$ cat src/core/fsc_regs.vh
// Register offsets, field positions and reset values for the fault_digest_register block
`ifndef FSC_REGS_VH
`define FSC_REGS_VH
`define FSC_ADDR_W            16
`define FSC_ADDR_SUMMARY      16'h052D
`define FSC_ADDR_HOST_LINK    16'h0530
`define FSC_ADDR_CHAIN_PORT   16'h0531
`define FSC_ADDR_COMM3        16'h0532
`define FSC_ADDR_MASK1        16'h0016
`define FSC_ADDR_MASK2        16'h0017
`define FSC_ADDR_CLEAR1       16'h0331
`define FSC_ADDR_CLEAR2       16'h0332
`define FSC_RESET_BYTE        8'h00
// Summary bit positions
`define FSC_SUM_PROT          7
`define FSC_SUM_COMP          6
`define FSC_SUM_NVM           5
`define FSC_SUM_COMM          4
`define FSC_SUM_OVUV          2
`define FSC_SUM_SYS           1
`define FSC_SUM_PWR           0
// Host link fault bits
`define FSC_HL_TX_RESP        4
`define FSC_HL_RX_RESP        3
`define FSC_HL_RX_CMD         2
`define FSC_HL_CLEAR          1
`define FSC_HL_STOP           0
// Mask 1 bits
`define FSC_M1_PROT           7
`define FSC_M1_UV             4
`define FSC_M1_OV             3
`define FSC_M1_COMP           2
`define FSC_M1_SYS            1
`define FSC_M1_PWR            0
// Mask 2 bits
`define FSC_M2_NVM_CRC        6
`define FSC_M2_NVM_DATA       5
`define FSC_M2_FCOMM          4
`define FSC_M2_TONE           3
`define FSC_M2_HB             2
`define FSC_M2_CHAIN          1
`define FSC_M2_HOST           0
// Clear 2 bits
`define FSC_C2_FCOMM          4
`define FSC_C2_TONE           3
`define FSC_C2_HB             2
`define FSC_C2_CHAIN          1
`define FSC_C2_HOST           0
// Comm3 bits
`define FSC_C3_FCOMM          3
`define FSC_C3_TONE           2
`define FSC_C3_HB_FAIL        1
`define FSC_C3_HB_FAST        0
// Chain port fault bits
`define FSC_CP_LOW_TX         7
`define FSC_CP_LOW_RR         6
`define FSC_CP_LOW_RC         5
`define FSC_CP_LOW_BIT        4
`define FSC_CP_UP_TX          3
`define FSC_CP_UP_RR          2
`define FSC_CP_UP_RC          1
`define FSC_CP_UP_BIT         0
// Writable bits of the clear registers, readable bits of mask 2
`define FSC_C1_WMASK          8'h9F
`define FSC_C2_WMASK          8'h7F
`define FSC_M2_RMASK          8'h7F
// Mode codes
`define FSC_MODE_ACTIVE       2'h1
`define FSC_MODE_SLEEP        2'h2
`endif

$ cat src/core/fsc_fault_status.v
// Fault_digest_register and communication fault status registers
`timescale 1ns/1ps
`include "fsc_regs.vh"
// Behaviour
// - Summary ADC compare flag set when unmasked and any compare fault present.
// - Summary memory flag set when unmasked and any memory fault bit set.
// - Summary comm flag ORs all unmasked host, chain, heartbeat, tone, status sources.
// - Summary voltage flag from unmasked overvoltage or unmasked undervoltage faults.
// - Summary system flag set when unmasked and any system fault bit set.
// - Summary power flag set when unmasked and any power-rail fault bit set.
// - Host fault while transmitting response sets host transmit-response bit.
// - Host fault while receiving response sets host receive-response bit.
// - Host fault while receiving command sets host receive-command bit.
// - Host link clear signal sets link-clear detected bit.
// - Wake ping in active or sleep mode also sets link-clear bit.
// - Wake pin pulse while active also sets link-clear bit.
// - Unexpected stop on host link sets unexpected-stop bit.
// - Wake ping while already active also sets unexpected-stop bit.
// - Lower port byte fault while transmitting response sets its bit.
// - Lower port byte fault while receiving response sets its bit.
// - Upper port byte fault while receiving response sets its bit.
// - Upper port byte fault while receiving command sets its bit.
// - Upper port bit-level error causing byte faults sets its bit.
// - Summary register mirrors what drives the active-low fault output.
// - Writing 1 to a clear bit zeroes its faults; clear bit self-clears.
module fsc_fault_status (
  input  wire                   clk_sys,
  input  wire                   arst_n,
  input  wire [`FSC_ADDR_W-1:0] reg_addr,
  input  wire [7:0]             reg_wdata,
  input  wire                   reg_wr,
  input  wire                   reg_rd,
  output reg  [7:0]             reg_rdata,
  output reg                    reg_rvalid,
  input  wire [1:0]             dev_mode,
  input  wire                   host_fault,
  input  wire                   host_tx_resp,
  input  wire                   host_rx_resp,
  input  wire                   host_rx_cmd,
  input  wire                   host_link_clear,
  input  wire                   wake_from_sleep_ping,
  input  wire                   wake_pin_pulse,
  input  wire                   host_stop_seen,
  input  wire                   lower_byte_fault,
  input  wire                   lower_tx_resp,
  input  wire                   lower_rx_resp,
  input  wire                   lower_rx_cmd,
  input  wire                   lower_bit_fault,
  input  wire                   upper_byte_fault,
  input  wire                   upper_tx_resp,
  input  wire                   upper_rx_resp,
  input  wire                   upper_rx_cmd,
  input  wire                   upper_bit_fault,
  input  wire [3:0]             comm3_set,
  input  wire                   prot_any,
  input  wire                   comp_any,
  input  wire [7:0]             nvm_fault,
  input  wire                   ov_any,
  input  wire                   uv_any,
  input  wire                   sys_any,
  input  wire                   pwr_any,
  output reg  [7:0]             fault_digest_register,
  output reg                    fault_out_n,
  output reg  [7:0]             fault_clear_ctrl_a,
  output reg  [7:0]             mask1_out
);
  reg  [7:0] mask1_r;
  reg  [7:0] mask2_r;
  reg  [7:0] clear2_r;
  reg  [7:0] clear1_nxt;
  reg  [7:0] clear2_nxt;
  reg  [7:0] rdata_nxt;
  wire [7:0] host_set;
  wire [7:0] chain_set;
  wire [7:0] comm3_set_b;
  wire [7:0] host_clr;
  wire [7:0] chain_clr;
  wire [7:0] comm3_clr;
  wire [7:0] host_link_fault_status;
  wire [7:0] chain_port_fault_status;
  wire [7:0] comm3_status;
  wire [7:0] summary_now;
  wire       is_active;
  wire       is_sleep;
  wire       wr_mask1;
  wire       wr_mask2;
  wire       wr_clear1;
  wire       wr_clear2;

  assign is_active = (dev_mode == `FSC_MODE_ACTIVE);
  assign is_sleep  = (dev_mode == `FSC_MODE_SLEEP);

  assign host_set[7:5] = 3'h0;
  assign host_set[`FSC_HL_TX_RESP] = host_fault & host_tx_resp;
  assign host_set[`FSC_HL_RX_RESP] = host_fault & host_rx_resp;
  assign host_set[`FSC_HL_RX_CMD]  = host_fault & host_rx_cmd;
  assign host_set[`FSC_HL_CLEAR]   = host_link_clear
                                   | (wake_from_sleep_ping & (is_active | is_sleep))
                                   | (wake_pin_pulse & is_active);
  assign host_set[`FSC_HL_STOP]    = host_stop_seen
                                   | (wake_from_sleep_ping & is_active);

  assign chain_set[`FSC_CP_LOW_TX]  = lower_byte_fault & lower_tx_resp;
  assign chain_set[`FSC_CP_LOW_RR]  = lower_byte_fault & lower_rx_resp;
  assign chain_set[`FSC_CP_LOW_RC]  = lower_byte_fault & lower_rx_cmd;
  assign chain_set[`FSC_CP_LOW_BIT] = lower_bit_fault;
  assign chain_set[`FSC_CP_UP_TX]   = upper_byte_fault & upper_tx_resp;
  assign chain_set[`FSC_CP_UP_RR]   = upper_byte_fault & upper_rx_resp;
  assign chain_set[`FSC_CP_UP_RC]   = upper_byte_fault & upper_rx_cmd;
  assign chain_set[`FSC_CP_UP_BIT]  = upper_bit_fault;

  assign comm3_set_b = {4'h0, comm3_set};

  // Clear pulses come from the self-clearing control bits
  assign host_clr  = {8{clear2_r[`FSC_C2_HOST]}};
  assign chain_clr = {8{clear2_r[`FSC_C2_CHAIN]}};
  assign comm3_clr = {4'h0, clear2_r[`FSC_C2_FCOMM], clear2_r[`FSC_C2_TONE],
                      clear2_r[`FSC_C2_HB], clear2_r[`FSC_C2_HB]};

  fsc_sticky_byte u_host (
    .clk_sys   (clk_sys),
    .arst_n    (arst_n),
    .set_bits  (host_set),
    .clr_bits  (host_clr),
    .stat_bits (host_link_fault_status)
  );

  fsc_sticky_byte u_chain (
    .clk_sys   (clk_sys),
    .arst_n    (arst_n),
    .set_bits  (chain_set),
    .clr_bits  (chain_clr),
    .stat_bits (chain_port_fault_status)
  );

  fsc_sticky_byte u_comm3 (
    .clk_sys   (clk_sys),
    .arst_n    (arst_n),
    .set_bits  (comm3_set_b),
    .clr_bits  (comm3_clr),
    .stat_bits (comm3_status)
  );

  fsc_summary u_sum (
    .mask1      (mask1_r),
    .mask2      (mask2_r),
    .prot_any   (prot_any),
    .comp_any   (comp_any),
    .nvm_fault  (nvm_fault),
    .host_link  (host_link_fault_status),
    .chain_port (chain_port_fault_status),
    .comm3      (comm3_status),
    .ov_any     (ov_any),
    .uv_any     (uv_any),
    .sys_any    (sys_any),
    .pwr_any    (pwr_any),
    .summary    (summary_now)
  );

  assign wr_mask1  = reg_wr & (reg_addr == `FSC_ADDR_MASK1);
  assign wr_mask2  = reg_wr & (reg_addr == `FSC_ADDR_MASK2);
  assign wr_clear1 = reg_wr & (reg_addr == `FSC_ADDR_CLEAR1);
  assign wr_clear2 = reg_wr & (reg_addr == `FSC_ADDR_CLEAR2);

  // Clear controls: written ones last one cycle, then drop
  always @*
  begin
    clear1_nxt = `FSC_RESET_BYTE;
    if (wr_clear1)
      clear1_nxt = reg_wdata & `FSC_C1_WMASK;
  end

  always @*
  begin
    clear2_nxt = `FSC_RESET_BYTE;
    if (wr_clear2)
      clear2_nxt = reg_wdata & `FSC_C2_WMASK;
  end

  always @*
  begin
    rdata_nxt = `FSC_RESET_BYTE;
    case (reg_addr)
      `FSC_ADDR_SUMMARY:    rdata_nxt = summary_now;
      `FSC_ADDR_HOST_LINK:  rdata_nxt = host_link_fault_status;
      `FSC_ADDR_CHAIN_PORT: rdata_nxt = chain_port_fault_status;
      `FSC_ADDR_COMM3:      rdata_nxt = comm3_status;
      `FSC_ADDR_MASK1:      rdata_nxt = mask1_r;
      `FSC_ADDR_MASK2:      rdata_nxt = mask2_r & `FSC_M2_RMASK;
      `FSC_ADDR_CLEAR1:     rdata_nxt = fault_clear_ctrl_a;
      `FSC_ADDR_CLEAR2:     rdata_nxt = clear2_r;
      default:              rdata_nxt = `FSC_RESET_BYTE;
    endcase
  end

  // Status registers are read-only; writes to them fall through
  always @(posedge clk_sys or negedge arst_n)
  begin
    if (!arst_n)
    begin
      mask1_r <= `FSC_RESET_BYTE;
    end
    else if (wr_mask1)
    begin
      mask1_r <= reg_wdata;
    end
  end

  always @(posedge clk_sys or negedge arst_n)
  begin
    if (!arst_n)
    begin
      mask2_r <= `FSC_RESET_BYTE;
    end
    else if (wr_mask2)
    begin
      mask2_r <= reg_wdata;
    end
  end

  always @(posedge clk_sys or negedge arst_n)
  begin
    if (!arst_n)
    begin
      mask1_out <= `FSC_RESET_BYTE;
    end
    else
    begin
      mask1_out <= mask1_r;
    end
  end

  always @(posedge clk_sys or negedge arst_n)
  begin
    if (!arst_n)
    begin
      clear2_r <= `FSC_RESET_BYTE;
    end
    else
    begin
      clear2_r <= clear2_nxt;
    end
  end

  always @(posedge clk_sys or negedge arst_n)
  begin
    if (!arst_n)
    begin
      fault_clear_ctrl_a <= `FSC_RESET_BYTE;
    end
    else
    begin
      fault_clear_ctrl_a <= clear1_nxt;
    end
  end

  // Read data reloads every cycle from the current address
  always @(posedge clk_sys or negedge arst_n)
  begin
    if (!arst_n)
    begin
      reg_rdata <= `FSC_RESET_BYTE;
    end
    else
    begin
      reg_rdata <= rdata_nxt;
    end
  end

  always @(posedge clk_sys or negedge arst_n)
  begin
    if (!arst_n)
    begin
      reg_rvalid <= 1'b0;
    end
    else
    begin
      reg_rvalid <= reg_rd;
    end
  end

  always @(posedge clk_sys or negedge arst_n)
  begin
    if (!arst_n)
    begin
      fault_digest_register <= `FSC_RESET_BYTE;
    end
    else
    begin
      fault_digest_register <= summary_now;
    end
  end

  always @(posedge clk_sys or negedge arst_n)
  begin
    if (!arst_n)
    begin
      fault_out_n <= 1'b1;
    end
    else
    begin
      fault_out_n <= ~(|summary_now);
    end
  end
endmodule // fsc_fault_status

$ cat src/core/fsc_sticky_byte.v
// Eight sticky fault bits with set-over-clear and per-bit clear
`timescale 1ns/1ps
module fsc_sticky_byte (
  input  wire       clk_sys,
  input  wire       arst_n,
  input  wire [7:0] set_bits,
  input  wire [7:0] clr_bits,
  output wire [7:0] stat_bits
);
  genvar i;
  generate
    for (i = 0; i < 8; i = i + 1)
    begin : g_bit
      reg bit_r;
      always @(posedge clk_sys or negedge arst_n)
      begin
        if (!arst_n)
          bit_r <= 1'b0;
        else if (set_bits[i])
          bit_r <= 1'b1;
        else if (clr_bits[i])
          bit_r <= 1'b0;
      end
      assign stat_bits[i] = bit_r;
    end
  endgenerate
endmodule // fsc_sticky_byte

$ cat src/core/fsc_summary.v
// Combinational folding of masked fault sources into summary bits
`timescale 1ns/1ps
`include "fsc_regs.vh"
module fsc_summary (
  input  wire [7:0] mask1,
  input  wire [7:0] mask2,
  input  wire       prot_any,
  input  wire       comp_any,
  input  wire [7:0] nvm_fault,
  input  wire [7:0] host_link,
  input  wire [7:0] chain_port,
  input  wire [7:0] comm3,
  input  wire       ov_any,
  input  wire       uv_any,
  input  wire       sys_any,
  input  wire       pwr_any,
  output wire [7:0] summary
);
  wire nvm_crc;
  wire nvm_data;
  wire comm;
  // CRC bits are 4:3, remaining data bits masked separately
  assign nvm_crc  = ~mask2[`FSC_M2_NVM_CRC] & (|nvm_fault[4:3]);
  assign nvm_data = ~mask2[`FSC_M2_NVM_DATA] & ((|nvm_fault[7:5]) | (|nvm_fault[2:0]));
  assign comm = (~mask2[`FSC_M2_HOST] & (|host_link))
              | (~mask2[`FSC_M2_CHAIN] & (|chain_port))
              | (~mask2[`FSC_M2_HB] & (comm3[`FSC_C3_HB_FAST] | comm3[`FSC_C3_HB_FAIL]))
              | (~mask2[`FSC_M2_TONE] & comm3[`FSC_C3_TONE])
              | (~mask2[`FSC_M2_FCOMM] & comm3[`FSC_C3_FCOMM]);
  assign summary[`FSC_SUM_PROT] = ~mask1[`FSC_M1_PROT] & prot_any;
  assign summary[`FSC_SUM_COMP] = ~mask1[`FSC_M1_COMP] & comp_any;
  assign summary[`FSC_SUM_NVM]  = nvm_crc | nvm_data;
  assign summary[`FSC_SUM_COMM] = comm;
  assign summary[3]             = 1'b0;
  assign summary[`FSC_SUM_OVUV] = (~mask1[`FSC_M1_OV] & ov_any) | (~mask1[`FSC_M1_UV] & uv_any);
  assign summary[`FSC_SUM_SYS]  = ~mask1[`FSC_M1_SYS] & sys_any;
  assign summary[`FSC_SUM_PWR]  = ~mask1[`FSC_M1_PWR] & pwr_any;
endmodule // fsc_summary

$ cat config.mk
export PLATFORM = sky130hd
export DESIGN_NAME = fsc_fault_status
export DESIGN_NICKNAME = d
export VERILOG_FILES = /design/src/core/fsc_fault_status.v /design/src/core/fsc_sticky_byte.v /design/src/core/fsc_summary.v
export VERILOG_INCLUDE_DIRS = /design/src /design/src/core
export SDC_FILE = /design/constraint.sdc
export NUM_CORES = 1
export LEC_CHECK = 0
export BUFFER_PORTS_ARGS = -buffer_cell sky130_fd_sc_hd__clkbuf_2
export CAP_MARGIN = 30
export CORE_UTILIZATION = 35
export DETAILED_ROUTE_END_ITERATION = 10
export MAX_ROUTING_LAYER = met4
export PLACE_DENSITY = 0.64
export RECOVER_POWER = 100
export SLEW_MARGIN = 20
export SYNTH_ARGS = -nofsm -noshare
export SYNTH_HDL_FRONTEND = slang
export SYNTH_SLANG_ARGS = --single-unit
$ cat constraint.sdc
create_clock -name clk_sys -period 1.4 [get_ports clk_sys]
set_clock_uncertainty 0.05 [all_clocks]
set_input_delay 0 -clock clk_sys [delete_from_list [all_inputs] [get_ports clk_sys]]
set_output_delay 0 -clock clk_sys [all_outputs]
set_load 0.02 [all_outputs]
-- Word-level counts from Yosys, hierarchy flattened
Cells that the tools add are included.
- equality and inequality tests: 10
- multiplexer cells: 25
- bitwise operators: 55
- reduce and logical (&&, ||, !) cells: 23
- operators with widths (cell ; count):
    $eq 16x11->1 const B ; 4
    $pmux 8 s8 ; 1
    $reduce_bool 2->1 ; 17
    $eq 16x10->1 const B ; 2
    $eq 16x5->1 const B ; 2
    $and 1x1->1 ; 29
    $mux 1 ; 22
    $not 1->1 ; 14
    $or 1x1->1 ; 12
    $mux 8 ; 1
    $reduce_or 8->1 ; 1
    $mux 7 ; 1
    $reduce_or 7->1 ; 1
    $reduce_or 3->1 ; 2
    $reduce_or 5->1 ; 1
    $eq 2x1->1 const B ; 1
    $eq 2x2->1 const B ; 1
    $reduce_or 2->1 ; 1
- bits in registers: 72
- input bits: 66
- output and inout bits: 34

-- Depth between registers and ports, before layout
- word-level depth: 8
- mapped depth: 7
- depth with buffers taken out: 5

-- Modules after synthesis
From an unflattened synthesis, not the netlist that was laid out.
- cell total of the unflattened synthesis: 326
- area total of the unflattened synthesis: 3692.3 um2
- modules (own cells, without submodules) (module ; times used ; cells each ; area an instance (um2) ; sequential area each (um2)):
    fsc_fault_status ; 1 ; 204 ; 2491.1 ; 1377.6
    fsc_sticky_byte ; 3 ; 32 ; 350.3 ; 200.2
    fsc_summary ; 1 ; 26 ; 150.1 ; 0.0

-- Worst setup path before layout
Ideal clock, no wire load.
- path type: input-to-reg
- from: in reg_addr[0]
- to: reg mask1_r[0]
- setup time: 125 ps
- arrival: 1221 ps
- required time: 1225 ps
- setup slack: 4 ps
- cell stages on the path: 6
- buffers on the path: 2
- path through: buf_2 > nor4b_2 > and4_2 > buf_4 > nand2_2 > mux2_2
- longest elaborated chain between the ends: 2
- ends and longest elaborated chain (what ; line ; source):
    start: declaration ; fsc_fault_status.v:29 ; input wire [`FSC_ADDR_W-1:0] reg_addr,
    $eq 16x5->1 ; n/a ;
    $and 1x1->1 ; fsc_fault_status.v:160 ; assign wr_mask1 = reg_wr & (reg_addr == `FSC_ADDR_MASK1);
    end signal: assignment ; fsc_fault_status.v:201 ; mask1_r <= `FSC_RESET_BYTE;
    end signal: assignment ; fsc_fault_status.v:205 ; mask1_r <= reg_wdata;
    end: declaration ; fsc_fault_status.v:67 ; reg [7:0] mask1_r;
Every way passes these cells.
A chain may end at the register's enable or synchronous reset.

-- Worst setup path after layout
- from: reg u_chain.g_bit[7].bit_r
- to: reg reg_rdata[4]
- longest elaborated chain between the ends: 7
- ends and longest elaborated chain (what ; line ; source):
    start: declaration ; fsc_sticky_byte.v:14 ; reg bit_r;
    start signal: assignment ; fsc_sticky_byte.v:18 ; bit_r <= 1'b0;
    start signal: assignment ; fsc_sticky_byte.v:20 ; bit_r <= 1'b1;
    start signal: assignment ; fsc_sticky_byte.v:22 ; bit_r <= 1'b0;
    $reduce_or 8->1 ; fsc_summary.v:26 ; | (~mask2[`FSC_M2_CHAIN] & (|chain_port))
    $and 1x1->1 ; fsc_summary.v:26 ;
    $or 1x1->1 (4 in a row) ; fsc_summary.v:25 ; assign comm = (~mask2[`FSC_M2_HOST] & (|host_link))
    $pmux 8 s8 ; fsc_fault_status.v:183 ; case (reg_addr)
    named net rdata_nxt[4] ; fsc_fault_status.v:72 ; reg [7:0] rdata_nxt;
    end signal: assignment ; fsc_fault_status.v:262 ; reg_rdata <= `FSC_RESET_BYTE;
    end signal: assignment ; fsc_fault_status.v:266 ; reg_rdata <= rdata_nxt;
    end: declaration ; fsc_fault_status.v:33 ; output reg [7:0] reg_rdata,
The timed path passes the listed nets, and every way through them passes these cells.

==> impl_metrics.tcl <==
set metrics [dict create \
    pin_count 100 \
    power_density_mw_per_mm2 999 \
    synth.yosys.seq_area_share 0.592 \
    wire_per_inst_um 16.2 \
    die_area_mm2 0.00883 \
    clockBufferDepth 2 \
    diodes 0 \
    ys.flop_type "dfrtp_1" \
    use_met2 0.356 \
    dp.final_hpwl_um 6480 \
    nets 500 \
    final_antenna_net_count 0 \
    synth_commonest_cells "69 x dfrtp_1, 15 x and3_1, 15 x mux2_2" \
    intPower_mw 3.60 \
    place_inst 483 \
    p_total_mw 4.58 \
    ys_ff_latch 70 \
    hp-class "in2reg" \
    clock-root-buffer "clkbuf_8" \
    register_area_mm2 0.00175 \
    setup_tns_ns -0.0323 \
    cp_cell_sequence "nor4_2 -> a21oi_1 -> nor3_2 -> buf_4 -> o221ai_2" \
    drv_cap 0 \
    cts_made_buffers 9 \
    netlist.area_leader.share 0.584 \
    synth_area_leaders "dfrtp_1 58%, mux2_2 5.7%, a22o_1 3.3%" \
    avgViaCountPerCell 5.04 \
    die_x_um 94.0 \
    fin_ws_ns -0.0155 \
    p_seq_frac 0.444 \
    syn_inst 238 \
    grt_max_degree 45 \
    grt_antenna_before_repair 0 \
    gp_congestion 0.874 \
    yosysTopAreaCell "dfrtp_1" \
    min_period_ns 1.42 \
    violations "negative setup slack" \
    setup_viol 3 \
    swShare 0.215 \
    post-synth-top-count-cell "dfrtp_1" \
    port-buffer-count 96 \
    instances_no_fill 543 \
    nFillCells 755 \
    dr.first_iter.drc_count 151 \
    syn-cell-area_mm2 0.00296 \
    drv_slew 0 \
    met3_usage 0.0502 \
    arrival_ns 1.59 \
    ir_drop_v 0.000519 \
    cts_tree "yes" \
    drive_gt1_frac 0.379 \
    grt_use_total 0.218 \
    globalRouteMet1Util 0.258 \
    max_slew_margin 0.474 \
    first_global_vias 2768 \
    fp.dieH_um 94.0 \
    p_comb_frac 0.082 \
    fp-row-count 33 \
    period_share 1.01 \
    area_delta_synth_final_pct 54.9 \
    outcome "finished with violations" \
    cts.sinks 70 \
    yosysWarnings 0 \
    cts.clk_slew.worst_paths_ns 0.08 \
    cp_slowest_cell "dfrtp_1" \
    rsz0062_at_grt "yes" \
    slowest_delay_ns 0.40 \
    clock_power_share 0.474 \
    routed_wl_um 8810 \
    crit_fanout 2 \
    synthDistinctLibCells 52 \
    grt_pass1_wl_um 13600 \
    hold_violations 0 \
    vias 2738 \
    avgSynthCellArea_um2 12.4 \
    leakage_nw 2.16 \
    p_switching_uw 984 \
    synth_edf_count 0 \
    criticalPathCategory "reg2reg" \
    worstHoldPathCells 4 \
    first_pass_iters 4 \
    synthArstFlopShare 1.00 \
    initial_core_util 0.360 \
    cp.required_ns 1.58 \
    busiest_layer "met2" \
    cp-end-kind "flop" \
    grt_overflow 0 \
    clkLatencyLatePin_ns 0.35 \
    fmax_ghz 0.706 \
    coreArea_mm2 0.00822 \
    drc_errors 0 \
    reg2reg_depth 5 \
    whs_ns 0.0510 \
    h-tree-depth 3 \
    cp-start-kind "flop" \
    tightest_slew_ns 0.789 \
    multiInputGateArea_mm2 0.00115 \
]
repair_timing:
action / 4_1_cts / 5_1_grt
resized for setup: 4 / 5
setup endpoints to repair: 5 / 6
pin swaps: 6 / 4
setup buffers: 4 / 2
gates cloned: 0 / 0
hold buffers: 38 / 0
endpoints found under the hold margin: 120 / 0
final timing paths:
| kind | startpoint | end | slack [ns] |
|---|---|---|---|
| max in group asynchronous | arst_n | fault_out_n | 0.22 |
| hold reg to reg | mask1_r[5] | mask1_out[5] | 0.37 |
| setup / recovery | u_chain.g_bit[7].bit_r | reg_rdata[4] | -0.02 |
| min in group asynchronous | arst_n | reg_rdata[0] | 0.20 |
| setup reg to reg | u_chain.g_bit[7].bit_r | reg_rdata[4] | -0.02 |
| hold / removal | nvm_fault[3] | reg_rdata[5] | 0.05 |
metal layers:
metal | routed length [um] | share of wire
met1 | 3590 | 0.41
met2 | 4440 | 0.50
met3 | 633 | 0.072
met4 | 148 | 0.017
met5 | 0 | 0
metrics by stage:
stage	utilization	instance area, um2	setup slack (ns)
floorplan	-	2970	0.00423
global placement	0.477	3920	-0.162
detailed placement	0.477	3920	-0.166
CTS	0.563	4620	-0.0293
global route	0.558	4580	-0.138
finish	0.558	4580	-0.0155
power by group through the flow:
| stage | registers [mW] | logic [mW] | clock network [mW] |
|---|---|---|---|
| after floorplan | 2.08 | 0.0747 | 0 |
| after global placement | 2.07 | 0.296 | 0 |
| after detailed placement | 2.07 | 0.299 | 0 |
| after CTS | 2.03 | 0.384 | 2.22 |
| after global routing | 2.03 | 0.412 | 2.30 |
| final | 2.03 | 0.376 | 2.17 |
cells by family (layout without fill, tap and decap cells):
logic type | count (synthesis) | in the layout | share of synthesized area
AO/OA/AOI/OAI | 49 | 49 | 0.132
other | 1 | 3 | 0.00127
adder cells (fa/ha/maj) | 1 | 1 | 0.00423
flip-flops | 70 | 70 | 0.592
buffers and inverters | 21 | 219 | 0.0342
multiplexers | 20 | 20 | 0.0740
AND/OR/NAND/NOR | 76 | 76 | 0.162
sequential cells by signal, indices dropped and copies added (netlist names):
register,cells
fault_out_n,1
u_chain.g_bit.bit_r,8
reg_rdata,8
u_host.g_bit.bit_r,5
u_comm3.g_bit.bit_r,4
mask2_r,7
fault_digest_register,7
mask1_r,8
fault_clear_ctrl_a,6
mask1_out,8
clear2_r,7
reg_rvalid,1
layout by cell type (no fill, tap or decap), types with 5 or more instances in the layout:
cell type	netlist	final
a21oi_1	5	5
nand2_1	11	11
clkbuf_1	1	37
dfrtp_1	69	69
dlygate4sd3_1	0	38
clkbuf_4	0	5
a21o_1	5	5
a22oi_1	8	7
buf_4	5	42
inv_1	11	11
nor2b_1	8	8
clkbuf_8	0	9
and3_1	15	15
nor2_1	7	7
a22o_1	11	11
clkbuf_2	1	68
mux2_2	15	15
critical path: cells and delay by family, from the launching register on:
kind / cells / cell delay (ns)
and+or+nand+nor: 2 / 0.49
DFF: 1 / 0.40
AOI/OAI and AO/OA: 2 / 0.21
buffers and inverters: 1 / 0.14
layout make-up:
type,count,area share
flip-flops and latches,70,0.382
repair buffers,192,0.269
multi-input cells,149,0.252
clock inverters,7,0.0317
well taps,105,0.0287
clock buffers,9,0.0270
inverters,11,0.00901
Power figures use the tool's default switching activity.
